--- src/hdl/vcarb_pkg.sv ---
/*
 * Constants for the port configuration slice: register offsets, field
 * positions, reset values and fixed capability values.
 * Assumes byte addresses on a 12-bit configuration offset.
 */
package vcarb_pkg;

    // ------------------------------------------------------------------
    // Register offsets.
    // ------------------------------------------------------------------
    localparam logic [11:0] OFS_IRQ_STATE = 12'h0F4;
    localparam logic [11:0] OFS_CFG_PTR   = 12'h0F8;
    localparam logic [11:0] OFS_CFG_WIN   = 12'h0FC;
    localparam logic [11:0] OFS_VC_HDR    = 12'h100;
    localparam logic [11:0] OFS_PORT_CAP  = 12'h104;
    localparam logic [11:0] OFS_RES_CAP   = 12'h110;
    localparam logic [11:0] OFS_RES_CTL   = 12'h114;
    localparam logic [11:0] OFS_RES_STATE = 12'h118;
    localparam logic [11:0] OFS_TBL_LOW   = 12'h120;
    localparam logic [11:0] OFS_TBL_HIGH  = 12'h124;

    // ------------------------------------------------------------------
    // Field positions.
    // ------------------------------------------------------------------
    localparam int PTR_REG_LSB      = 2;
    localparam int PTR_EXTENDED_REGISTER_NUMBER_MSB     = 11;
    localparam int CAP_ID_LSB       = 0;
    localparam int CAP_VER_LSB      = 16;
    localparam int CAP_NEXT_LSB     = 20;
    localparam int ENTRY_SIZE_LSB   = 10;
    localparam int TBL_OFFSET_LSB   = 24;
    localparam int LOAD_BIT         = 16;
    localparam int ARB_SEL_LSB      = 17;
    localparam int CHAN_ID_LSB      = 24;
    localparam int CHAN_EN_BIT      = 31;
    localparam int FLOW_PEND_BIT    = 1;

    // ------------------------------------------------------------------
    // Fixed values and reset values.
    // ------------------------------------------------------------------
    localparam logic [15:0] CAP_ID_VAL      = 16'h0002;
    localparam logic [3:0]  CAP_VER_VAL     = 4'h1;
    localparam logic [11:0] CAP_NEXT_VAL    = 12'h000;
    localparam logic [1:0]  ENTRY_SIZE_VAL  = 2'h1;
    localparam logic [2:0]  CHAN_ID_VAL     = 3'h0;
    localparam logic [7:0]  ARB_CAP_RST     = 8'h01;
    localparam logic [7:0]  TBL_OFFSET_RST  = 8'h00;
    localparam logic [7:0]  TC_MAP_RST      = 8'hFF;
    localparam logic [2:0]  ARB_SEL_RST     = 3'h0;
    localparam logic [31:0] TBL_RST         = 32'h0000_0000;
    localparam logic [9:0]  PTR_RST         = 10'h000;
    localparam logic [1:0]  PORT_RESERVED   = 2'h3;

endpackage : vcarb_pkg

--- src/hdl/vcarb_phase_arbiter.sv ---
/*
 * Port arbiter that steps through a shadow copy of the phase table.
 * Assumes the table and the load pulse come from the register slice in
 * the same clock domain.
 */
`timescale 1ns/100ps
module vcarb_phase_arbiter
    import vcarb_pkg::*;
#(
    parameter int          NUM_PHASES = 32,
    parameter logic [1:0]  EGRESS_ID  = 2'h0
) (
    // Clock and reset.
    input  wire logic                      clk_sys,
    input  wire logic                      sys_rst,
    // Table load.
    input  wire logic [2*NUM_PHASES-1:0]   table_words,
    input  wire logic                      load_req,
    output logic                           load_done,
    // Arbitration.
    input  wire logic                      arb_step,
    output logic [1:0]                     grant_id,
    output logic                           grant_valid
);

    localparam int PW = $clog2(NUM_PHASES);

    initial begin
        if (NUM_PHASES < 2 || (NUM_PHASES & (NUM_PHASES - 1)) != 0)
            $error("NUM_PHASES must be a power of two of at least 2.");
    end

    logic [2*NUM_PHASES-1:0] shadow_reg;
    logic [PW-1:0]           ptr_reg;
    logic [PW-1:0]           hit_idx;
    logic                    hit_found;

    // ------------------------------------------------------------------
    // Next usable phase at or after the pointer, found in zero time.
    // ------------------------------------------------------------------
    always_comb begin
        logic [PW-1:0] idx;
        logic [1:0]    id;
        idx       = '0;
        id        = '0;
        hit_idx   = ptr_reg;
        hit_found = 1'b0;
        for (int i = 0; i < NUM_PHASES; i++) begin
            idx = ptr_reg + PW'(i);
            id  = shadow_reg[2*idx +: 2];
            if (!hit_found && id != PORT_RESERVED && id != EGRESS_ID) begin
                hit_found = 1'b1;
                hit_idx   = idx;
            end
        end
    end

    // ------------------------------------------------------------------
    // Atomic load of the shadow table.
    // ------------------------------------------------------------------
    always_ff @(posedge clk_sys or posedge sys_rst) begin
        if (sys_rst) begin
            shadow_reg <= '0;
            load_done  <= 1'b0;
        end else begin
            load_done <= load_req;
            if (load_req)
                shadow_reg <= table_words;
        end
    end

    // ------------------------------------------------------------------
    // Phase walk and grant.
    // ------------------------------------------------------------------
    always_ff @(posedge clk_sys or posedge sys_rst) begin
        if (sys_rst) begin
            ptr_reg     <= '0;
            grant_id    <= 2'h0;
            grant_valid <= 1'b0;
        end else if (load_req) begin
            ptr_reg     <= '0;
            grant_valid <= 1'b0;
        end else if (arb_step) begin
            grant_id    <= shadow_reg[2*hit_idx +: 2];
            grant_valid <= hit_found;
            ptr_reg     <= hit_idx + PW'(1);
        end else begin
            grant_valid <= 1'b0;
        end
    end
endmodule : vcarb_phase_arbiter

--- src/hdl/vcarb_cfg_regs.sv ---
/*
 * Configuration register slice of one switch port: legacy interrupt
 * state, indirect access pair, virtual channel capability and the
 * phase table, plus the port arbiter that the table feeds.
 * Assumes one request per cycle on the configuration port, synchronous
 * to clk_sys, answered one cycle later.
 */
`timescale 1ns/100ps
module vcarb_cfg_regs
    import vcarb_pkg::*;
#(
    parameter logic [1:0] EGRESS_ID = 2'h0
) (
    // Clock and reset.
    input  wire logic        clk_sys,
    input  wire logic        sys_rst,
    // Configuration access port.
    input  wire logic        cfg_req,
    input  wire logic        cfg_wr,
    input  wire logic        cfg_from_smbus,
    input  wire logic [11:0] cfg_addr,
    input  wire logic [3:0]  cfg_be,
    input  wire logic [31:0] cfg_wdata,
    output logic             cfg_ack,
    output logic [31:0]      cfg_rdata,
    // Lock for lockable-writable fields.
    input  wire logic        cfg_lock,
    // Port state inputs.
    input  wire logic [3:0]  intx_state,
    input  wire logic        flow_init_busy,
    // Arbiter.
    input  wire logic        arb_step,
    output logic [1:0]       arb_grant_id,
    output logic             arb_grant_valid
);

    logic [3:0]  irq_reg;
    logic        flow_pend_reg;
    logic [9:0]  ptr_reg;
    logic [7:0]  arb_cap_reg;
    logic [7:0]  tbl_ofs_reg;
    logic [7:1]  tc_map_reg;
    logic [2:0]  arb_sel_reg;
    logic [31:0] tbl_low_reg;
    logic [31:0] tbl_high_reg;
    logic        tbl_pend_reg;
    logic        load_reg;
    logic        load_done;

    logic [11:0] tgt_addr;
    logic        win_hit;
    logic        eff_wr;
    logic [11:0] eff_addr;
    logic [31:0] eff_mask;
    logic [31:0] eff_data;
    logic        tbl_written;
    logic [31:0] ptr_next;
    logic [31:0] cap_next;
    logic [31:0] ctl_next;

    // ------------------------------------------------------------------
    // Helpers.
    // ------------------------------------------------------------------
    function automatic logic [31:0] be_mask(input logic [3:0] be);
        logic [31:0] m;
        m = '0;
        for (int b = 0; b < 4; b++)
            m[8*b +: 8] = {8{be[b]}};
        return m;
    endfunction : be_mask

    function automatic logic [31:0] merge(input logic [31:0] old_v,
                                          input logic [31:0] new_v,
                                          input logic [31:0] m);
        return (old_v & ~m) | (new_v & m);
    endfunction : merge

    function automatic logic [31:0] reg_read(input logic [11:0] a);
        logic [31:0] v;
        v = '0;
        if (a == OFS_IRQ_STATE) begin
            v[3:0] = irq_reg;
        end else if (a == OFS_CFG_PTR) begin
            v[PTR_EXTENDED_REGISTER_NUMBER_MSB:PTR_REG_LSB] = ptr_reg;
        end else if (a == OFS_VC_HDR) begin
            v[CAP_ID_LSB +: 16]  = CAP_ID_VAL;
            v[CAP_VER_LSB +: 4]  = CAP_VER_VAL;
            v[CAP_NEXT_LSB +: 12] = CAP_NEXT_VAL;
        end else if (a == OFS_PORT_CAP) begin
            v[ENTRY_SIZE_LSB +: 2] = ENTRY_SIZE_VAL;
        end else if (a == OFS_RES_CAP) begin
            v[7:0] = arb_cap_reg;
            v[TBL_OFFSET_LSB +: 8] = tbl_ofs_reg;
        end else if (a == OFS_RES_CTL) begin
            v[7:0] = {tc_map_reg, 1'b1};
            v[ARB_SEL_LSB +: 3] = arb_sel_reg;
            v[CHAN_ID_LSB +: 3] = CHAN_ID_VAL;
            v[CHAN_EN_BIT] = 1'b1;
        end else if (a == OFS_RES_STATE) begin
            v[0] = tbl_pend_reg;
            v[FLOW_PEND_BIT] = flow_pend_reg;
        end else if (a == OFS_TBL_LOW) begin
            v = tbl_low_reg;
        end else if (a == OFS_TBL_HIGH) begin
            v = tbl_high_reg;
        end
        return v;
    endfunction : reg_read

    // ------------------------------------------------------------------
    // Indirect access steering.
    // ------------------------------------------------------------------
    always_comb begin
        tgt_addr = {ptr_reg, 2'b00};
        win_hit  = cfg_req && cfg_addr == OFS_CFG_WIN;
        eff_mask = be_mask(cfg_be);
        eff_data = cfg_wdata;
        eff_addr = cfg_addr;
        eff_wr   = cfg_req && cfg_wr;
        if (win_hit) begin
            eff_addr = tgt_addr;
            if (cfg_from_smbus || tgt_addr == OFS_CFG_WIN)
                eff_wr = 1'b0;
        end
        tbl_written = eff_wr && (eff_addr == OFS_TBL_LOW
                                 || eff_addr == OFS_TBL_HIGH);
    end

    // ------------------------------------------------------------------
    // Merged next values for the partly writable registers.
    // ------------------------------------------------------------------
    always_comb begin
        ptr_next = merge({20'h0, ptr_reg, 2'b00}, eff_data, eff_mask);
        cap_next = merge({tbl_ofs_reg, 16'h0, arb_cap_reg},
                         eff_data, eff_mask);
        ctl_next = merge({12'h0, arb_sel_reg, 9'h0, tc_map_reg, 1'b1},
                         eff_data, eff_mask);
    end

    // ------------------------------------------------------------------
    // Read answer.
    // ------------------------------------------------------------------
    always_ff @(posedge clk_sys or posedge sys_rst) begin
        if (sys_rst) begin
            cfg_ack   <= 1'b0;
            cfg_rdata <= 32'h0000_0000;
        end else begin
            cfg_ack   <= cfg_req;
            cfg_rdata <= 32'h0000_0000;
            if (cfg_req && !cfg_wr) begin
                if (!win_hit)
                    cfg_rdata <= reg_read(cfg_addr) & eff_mask;
                else if (!cfg_from_smbus && tgt_addr != OFS_CFG_WIN)
                    cfg_rdata <= reg_read(tgt_addr) & eff_mask;
            end
        end
    end

    // ------------------------------------------------------------------
    // Sampled port state.
    // ------------------------------------------------------------------
    always_ff @(posedge clk_sys or posedge sys_rst) begin
        if (sys_rst) begin
            irq_reg       <= 4'h0;
            flow_pend_reg <= 1'b0;
        end else begin
            irq_reg       <= intx_state;
            flow_pend_reg <= flow_init_busy;
        end
    end

    // ------------------------------------------------------------------
    // Pointer register.
    // ------------------------------------------------------------------
    always_ff @(posedge clk_sys or posedge sys_rst) begin
        if (sys_rst) begin
            ptr_reg <= PTR_RST;
        end else if (eff_wr && eff_addr == OFS_CFG_PTR) begin
            ptr_reg <= ptr_next[PTR_EXTENDED_REGISTER_NUMBER_MSB:PTR_REG_LSB];
        end
    end

    // ------------------------------------------------------------------
    // Capability and control registers.
    // ------------------------------------------------------------------
    always_ff @(posedge clk_sys or posedge sys_rst) begin
        if (sys_rst) begin
            arb_cap_reg <= ARB_CAP_RST;
            tbl_ofs_reg <= TBL_OFFSET_RST;
        end else if (eff_wr && eff_addr == OFS_RES_CAP && !cfg_lock) begin
            arb_cap_reg <= cap_next[7:0];
            tbl_ofs_reg <= cap_next[TBL_OFFSET_LSB +: 8];
        end
    end

    always_ff @(posedge clk_sys or posedge sys_rst) begin
        if (sys_rst) begin
            tc_map_reg  <= TC_MAP_RST[7:1];
            arb_sel_reg <= ARB_SEL_RST;
            load_reg    <= 1'b0;
        end else begin
            load_reg <= 1'b0;
            if (eff_wr && eff_addr == OFS_RES_CTL) begin
                tc_map_reg  <= ctl_next[7:1];
                arb_sel_reg <= ctl_next[ARB_SEL_LSB +: 3];
                load_reg    <= eff_mask[LOAD_BIT]
                               && eff_data[LOAD_BIT];
            end
        end
    end

    // ------------------------------------------------------------------
    // Phase table words and their status bit.
    // ------------------------------------------------------------------
    always_ff @(posedge clk_sys or posedge sys_rst) begin
        if (sys_rst) begin
            tbl_low_reg  <= TBL_RST;
            tbl_high_reg <= TBL_RST;
        end else if (eff_wr && eff_addr == OFS_TBL_LOW) begin
            tbl_low_reg <= merge(tbl_low_reg, eff_data, eff_mask);
        end else if (eff_wr && eff_addr == OFS_TBL_HIGH) begin
            tbl_high_reg <= merge(tbl_high_reg, eff_data, eff_mask);
        end
    end

    always_ff @(posedge clk_sys or posedge sys_rst) begin
        if (sys_rst)
            tbl_pend_reg <= 1'b0;
        else if (tbl_written)
            tbl_pend_reg <= 1'b1;
        else if (load_done)
            tbl_pend_reg <= 1'b0;
    end

    // ------------------------------------------------------------------
    // Port arbiter.
    // ------------------------------------------------------------------
    vcarb_phase_arbiter #(
        .NUM_PHASES (32),
        .EGRESS_ID  (EGRESS_ID)
    ) u_arbiter (
        .clk_sys     (clk_sys),
        .sys_rst     (sys_rst),
        .table_words ({tbl_high_reg, tbl_low_reg}),
        .load_req    (load_reg),
        .load_done   (load_done),
        .arb_step    (arb_step),
        .grant_id    (arb_grant_id),
        .grant_valid (arb_grant_valid)
    );
endmodule : vcarb_cfg_regs

--- config.mk ---
export PLATFORM = sky130hd
export DESIGN_NAME = vcarb_cfg_regs
export DESIGN_NICKNAME = d
export VERILOG_FILES = /design/src/hdl/vcarb_pkg.sv /design/src/hdl/vcarb_phase_arbiter.sv /design/src/hdl/vcarb_cfg_regs.sv
export SDC_FILE = /design/constraint.sdc
export NUM_CORES = 1
export LEC_CHECK = 0
export BUFFER_PORTS_ARGS = -buffer_cell sky130_fd_sc_hd__clkbuf_2
export CORE_MARGIN = 1.5
export CORE_UTILIZATION = 30
export DETAILED_ROUTE_END_ITERATION = 8
export PLACE_DENSITY_LB_ADDON = 0.1
export SLEW_MARGIN = 20
export SYNTH_ARGS = -nofsm -noshare
export SYNTH_HDL_FRONTEND = slang
export SYNTH_SLANG_ARGS = --single-unit
--- constraint.sdc ---
create_clock -name clk_sys -period 11.9 [get_ports clk_sys]
set_input_delay 1.19 -clock clk_sys [delete_from_list [all_inputs] [get_ports clk_sys]]
set_output_delay 1.19 -clock clk_sys [all_outputs]
set_load 0.005 [all_outputs]
======== After elaboration in Yosys (flattened, before gate mapping) ========
Cells that the tools add are included.
cells by class
  add/sub/neg operators ................... 32
  equal/unequal tests ..................... 58
  shift operators ......................... 33
  muxes and demuxes ....................... 149
  bitwise operators ....................... 16
  reduce and logical (&&, ||, !) cells .... 147
operators with widths
  kind                   count
  $shiftx A64 B7 Y2      33
  $mux W30               19
  $mux W32               9
  $mux W28               7
  $and A32 B32 Y32       6
  $mux W5                33
  $eq A12 B9 Y1 const B  11
  $or A32 B32 Y32        3
  $add A5 B5 Y5 const B  16
  $mux W20               4
  $logic_and A1 B1 Y1    75
  $eq A10 B7 Y1 const B  7
  $reduce_bool A2 Y1     34
  $ne A2 B2 Y1 const B   32
  $eq A12 B8 Y1 const B  4
  $mux W8                6
  $mux W4                11
  $mux W1                41
  $add A5 B4 Y5 const B  8
  $mux W10               4
  $logic_not A1 Y1       34
  $mux W16               2
  $not A32 Y32           1
  $eq A10 B6 Y1 const B  3
  other kinds (15)       32
word-level totals
  flip-flop bits (word level) ............. 213
  input bits .............................. 60
  word-level logic and storage cells ...... 453

======== Logic depth before layout (Yosys ltp) ========
  word-level depth ........................ 131
  gate-level depth with buffers ........... 28
  depth with buffers taken out ............ 18

======== Modules after synthesis ========
Synthesis repeated with hierarchy kept, for this count alone.
unflattened totals
  cells, all modules ...................... 1837
  area total of the unflattened synthesis .. 18744.2 um^2
modules (own cells, without submodules)
  module               instances  cells an instance  area each (um^2)  seq. area each (um^2)
  vcarb_phase_arbiter  1          1193               11419.7           1826.8
  vcarb_cfg_regs       1          644                7324.5            3513.4

======== Worst setup path after synthesis ========
No wires, ideal clock.
  path type ............................... reg-to-reg
  start point ............................. register u_arbiter.ptr_reg[0]
  end point ............................... register u_arbiter.grant_id[0]
  library setup time ...................... 122 ps
  arrival ................................. 5723 ps
  path slack .............................. 6056 ps
  stages on the path, launching flop included .. 29
  period minus slack after synthesis ...... 5844 ps
  path through ............................ dfrtp_1 > buf_6 > buf_6 > inv_2 > buf_2 > buf_2 > ha_1 > buf_6 > buf_6 > inv_2 > buf_4 > buf_2 > mux4_2 > mux2i_1 > mux2i_1 > mux2_2 > or3_1 > nand2b_1 > nor3_2 > o21ai_1 > o311ai_1 > a21oi_1 > a211o_1 > buf_2 > buf_2 > mux4_2 > nor3_1 > nor2_1 > a32o_1
on the way
  cells in the longest elaborated chain, start to end .. 129
  elaborated cells on any way between the ends .. 284
  those cells by class .................... add/sub: 31; eq/ne: 32; shift: 33; mux: 62; reduce/logical: 126
RTL lines
  element                                                  line                       source
  start, declared                                          vcarb_phase_arbiter.sv:34  logic [PW-1:0] ptr_reg;
  start signal, assigned                                   vcarb_phase_arbiter.sv:86  ptr_reg <= hit_idx + PW'(1);
  branches (longest 127 deep; another with $add A5 B1 Y5)  --
  $mux W5 (*)                                              vcarb_phase_arbiter.sv:51  if (!hit_found && id != PORT_RESERVED && id != EGRESS_ID) begin
  $shiftx A64 B7 Y2 (*)                                    vcarb_phase_arbiter.sv:84  grant_id <= shadow_reg[2*hit_idx +: 2];
  end signal, assigned                                     vcarb_phase_arbiter.sv:84
  end, declared                                            vcarb_phase_arbiter.sv:22  output logic [1:0] grant_id,
Mark *: on every way between the ends.
A chain may end at the register's enable or synchronous reset.

======== Final worst setup path ========
Ends and elaborated chain as after synthesis.

==> impl_metrics.env <==
export IMPL_ys_ff_latch=213
export IMPL_die_x_um=255.3
export IMPL_cts_resized=0
export IMPL_drive_gt1_frac=0.2981
export IMPL_maxCapViolCount=0
export IMPL_rows=92
export IMPL_ir_worst_vdd_mv=0.3724
export IMPL_grt_pass1_vias=16450
export IMPL_r2r_start="u_arbiter.ptr_reg[0]"
export IMPL_synth_fp_nets=1919
export IMPL_path_cells="inv_2, ha_4, buf_4, mux4_2, xor2_1, mux2i_1, a22oi_1, and3_1, nor3_1, nand4_4, nor3_2, and3_1, o31ai_1, a21oi_1, a211o_1, mux2_2, and3_1, nor4_1, a32o_1"
export IMPL_initial_core_util=0.3032
export IMPL_cpPeakStageDelay_ns=0.90
export IMPL_crit_slowest_cell="nor3_1"
export IMPL_worstMarginPinSlew_ns=1.171
export IMPL_synthXorXnorAreaFrac=0.06048
export IMPL_yosysWarnings=0
export IMPL_htreeDepth=1
export IMPL_synth_enable_flop_cells=0
export IMPL_pin_count=96
export IMPL_cts_buffers=25
export IMPL_vias=16670
export IMPL_dp_slack_ns=4.225
export IMPL_cp_startpoint="u_arbiter.ptr_reg[0]"
export IMPL_rsz0062_at_grt="no"
export IMPL_synth_area_top_cells="dfrtp_1 27%, mux4_2 15%, mux2_2 11%, mux2i_1 8.0%, xnor2_1 3.9%"
export IMPL_clockRootBuffer="clkbuf_16"
export IMPL_synthAdderAreaFrac=0.008519
export IMPL_drt_first_pass_iters=7
export IMPL_dp_cells=2666
export IMPL_insertion_delay_ns=0.53
export IMPL_layout_cells_non_filler=2711
export IMPL_synth_compound_gate_area_share=0.1431
export IMPL_synth_simple_area_share=0.1185
export IMPL_ff2ff_path_depth=19
export IMPL_drv_slew=0
export IMPL_cts_tree="built"
export IMPL_drc=0
export IMPL_totalWireLength_um=78880
export IMPL_synth_top_area_frac=0.2687
export IMPL_ys_seq_area_frac=0.2797
export IMPL_timing_slew_headroom=0.2166
export IMPL_outcome="finished, final reports clean"
export IMPL_p_leak_uw=0.008776
export IMPL_synth_top_family_by_area="multiplexers"
export IMPL_avgSynthCellArea_um2=10.34
export IMPL_n_fill_cell=6470
export IMPL_cts_hold_fix_buffers=0
export IMPL_cts_clk_slew_worst_paths_ns=0.06
export IMPL_synth_area_mm2=0.01909
export IMPL_cp_max_fo=57
export IMPL_fmax_mhz=127.7
export IMPL_critical_path_class="reg -> reg"
export IMPL_cts_sinks=213
export IMPL_grt_max_degree=83
export IMPL_gp_congestion=0.9452
export IMPL_fin_crit_sh=0.6582
export IMPL_hp_class="reg -> reg"
export IMPL_antenna_found_initial=0
export IMPL_synthDistinctLibCells=105
export IMPL_fin_ws_ns=4.068
export IMPL_ys_flop_type="dfrtp_1"
export IMPL_cp_common_cell="and3_1"
export IMPL_post_cts_setup_buffers=0
export IMPL_period_needed_ns=7.832
export IMPL_utilization=0.3350
export IMPL_critPathLaunchType="flop"
export IMPL_diodes=0
export IMPL_arrival_ns=8.29
export IMPL_p_per_area_mw_per_mm2=295.5
export IMPL_finalPower_uw=6231
export IMPL_synth_area_mux_share=0.3424
export IMPL_dieHeight_um=255.3
export IMPL_fp_dieArea_mm2=0.06517
export IMPL_clock_skew_ns=0.01585
export IMPL_min_from="u_arbiter.load_done"
export IMPL_nets=1920
export IMPL_gr_usage_all_layers=0.2422
export IMPL_clock_path_buffers=3
export IMPL_async_reset_ff_frac=1.000
export IMPL_grt_pass1_wl_um=116900
export IMPL_synth_top_area_cell="dfrtp_1"
export IMPL_core_mm2=0.06297
export IMPL_syn_inst=1846
export IMPL_drt_initial_drc_count=2030
export IMPL_drt_wirelength_per_cell_um=29.10
export IMPL_grt_overflow=0
export IMPL_io_buffers=95
export IMPL_required_ns=12.36
export IMPL_dp_final_hpwl_um=59010
export IMPL_critPathCaptureType="flop"
export IMPL_hold_viol=0
export IMPL_viasPerCell=6.148
export IMPL_worstHoldPathCells=1
export IMPL_final_antenna_net_count=0
export IMPL_setup_tns_ns=0
export IMPL_setup_viol=0
export IMPL_syn2layout_area_growth_pct=10.46
-- cells in the mapped netlist, types with 6 or more instances --
library cell	n
inv_1	21
nor2_1	121
a211oi_1	11
dfstp_2	8
xnor2_1	86
o22ai_1	18
clkbuf_1	107
a21boi_0	7
nor2b_1	9
nor3_1	25
mux4_2	128
a222oi_1	30
a221o_1	13
dfrtp_1	205
buf_4	12
nand2b_1	14
and3_1	15
nand2_1	125
xor2_1	44
nand4_1	24
and2_1	11
nor4_1	11
a211o_1	6
a22o_1	11
o221ai_1	6
a22oi_1	28
ha_1	13
or3_1	11
o21ai_0	55
o211ai_1	23
a21oi_1	63
mux2i_1	153
buf_2	26
o31ai_1	13
mux2_2	182
nand3_1	54
buf_6	12
a21o_1	6
a31oi_1	15
a221oi_1	11
buf_1	6
-- where the power goes --
group / switching (uW) / internal [uW] / total (uW)
Clock: 312 / 456 / 768
Sequential: 52.9 / 749 / 802
Combinational: 2980 / 1680 / 4660
-- cell type report --
cell class / instances / area [um^2] / share of cell area
clock buffers: 34 / 699.4 / 0.03316
multi-input cells: 1441 / 12940 / 0.6137
well taps: 846 / 1059 / 0.05019
flip-flops and latches: 213 / 5348 / 0.2536
clock inverters: 11 / 120.1 / 0.005695
inverters: 27 / 111.4 / 0.005280
repair buffers: 139 / 809.5 / 0.03838
-- cell families after synthesis --
kind of cell,Yosys count
flops,213
fa+ha+maj,13
xor+xnor,131
simple gates,456
buf+inv,192
mux,468
compound gates,373
-- cells in the final DEF (no fill, tap or decap), drive strengths merged, types with 15 or more instances in the layout --
cell / instances
o211ai: 24
o22ai: 18
inv: 27
a222oi: 30
and3: 15
o21ai: 57
nand3: 57
nand2: 125
xor2: 44
dfrtp: 205
mux2i: 155
a21oi: 64
clkbuf: 129
a22oi: 28
mux4: 128
nor3: 28
a31oi: 15
nand4: 25
xnor2: 87
mux2: 185
buf: 44
nor2: 121
-- metrics by stage --
stage          hold slack (ns)  instance area, um^2
6_report                0.4772                21090
5_1_grt                 0.4984                21090
4_1_cts                 0.4759                21080
3_5_place_dp            0.4514                20260
3_3_place_gp            0.4484                20250
2_1_floorplan           0.3519                19090
-- layer usage --
layer / GRT usage / share of wire / vias up
met5: 0 / 0 / -
met4: 0.07219 / 0.031 / 0
met3: 0.03692 / 0.074 / 127
met2: 0.3921 / 0.47 / 816
met1: 0.3328 / 0.43 / 8588
li1: - / - / 7137
-- final timing paths --
check | endpoint | slack (ns)
max | u_arbiter.grant_id[0] | 4.07
min | tbl_pend_reg | 0.48
max reg2reg | u_arbiter.grant_id[0] | 4.07
min reg2reg | tbl_pend_reg | 0.48
max in group asynchronous | u_arbiter.ptr_reg[0] | 9.84
min in group asynchronous | cfg_rdata[0] | 0.70
-- critical path, delay by kind of cell, from the launching register on --
family | cells | cell delay (ns)
and+or+nand+nor | 7 | 2.79
AOI/OAI and AO/OA | 5 | 1.51
muxes | 3 | 1.12
DFF | 1 | 0.79
buffers and inverters | 2 | 0.77
adders and majority gates | 1 | 0.42
xor gates and xnor gates | 1 | 0.28
Note: power is estimated with default switching activity, not from simulation.
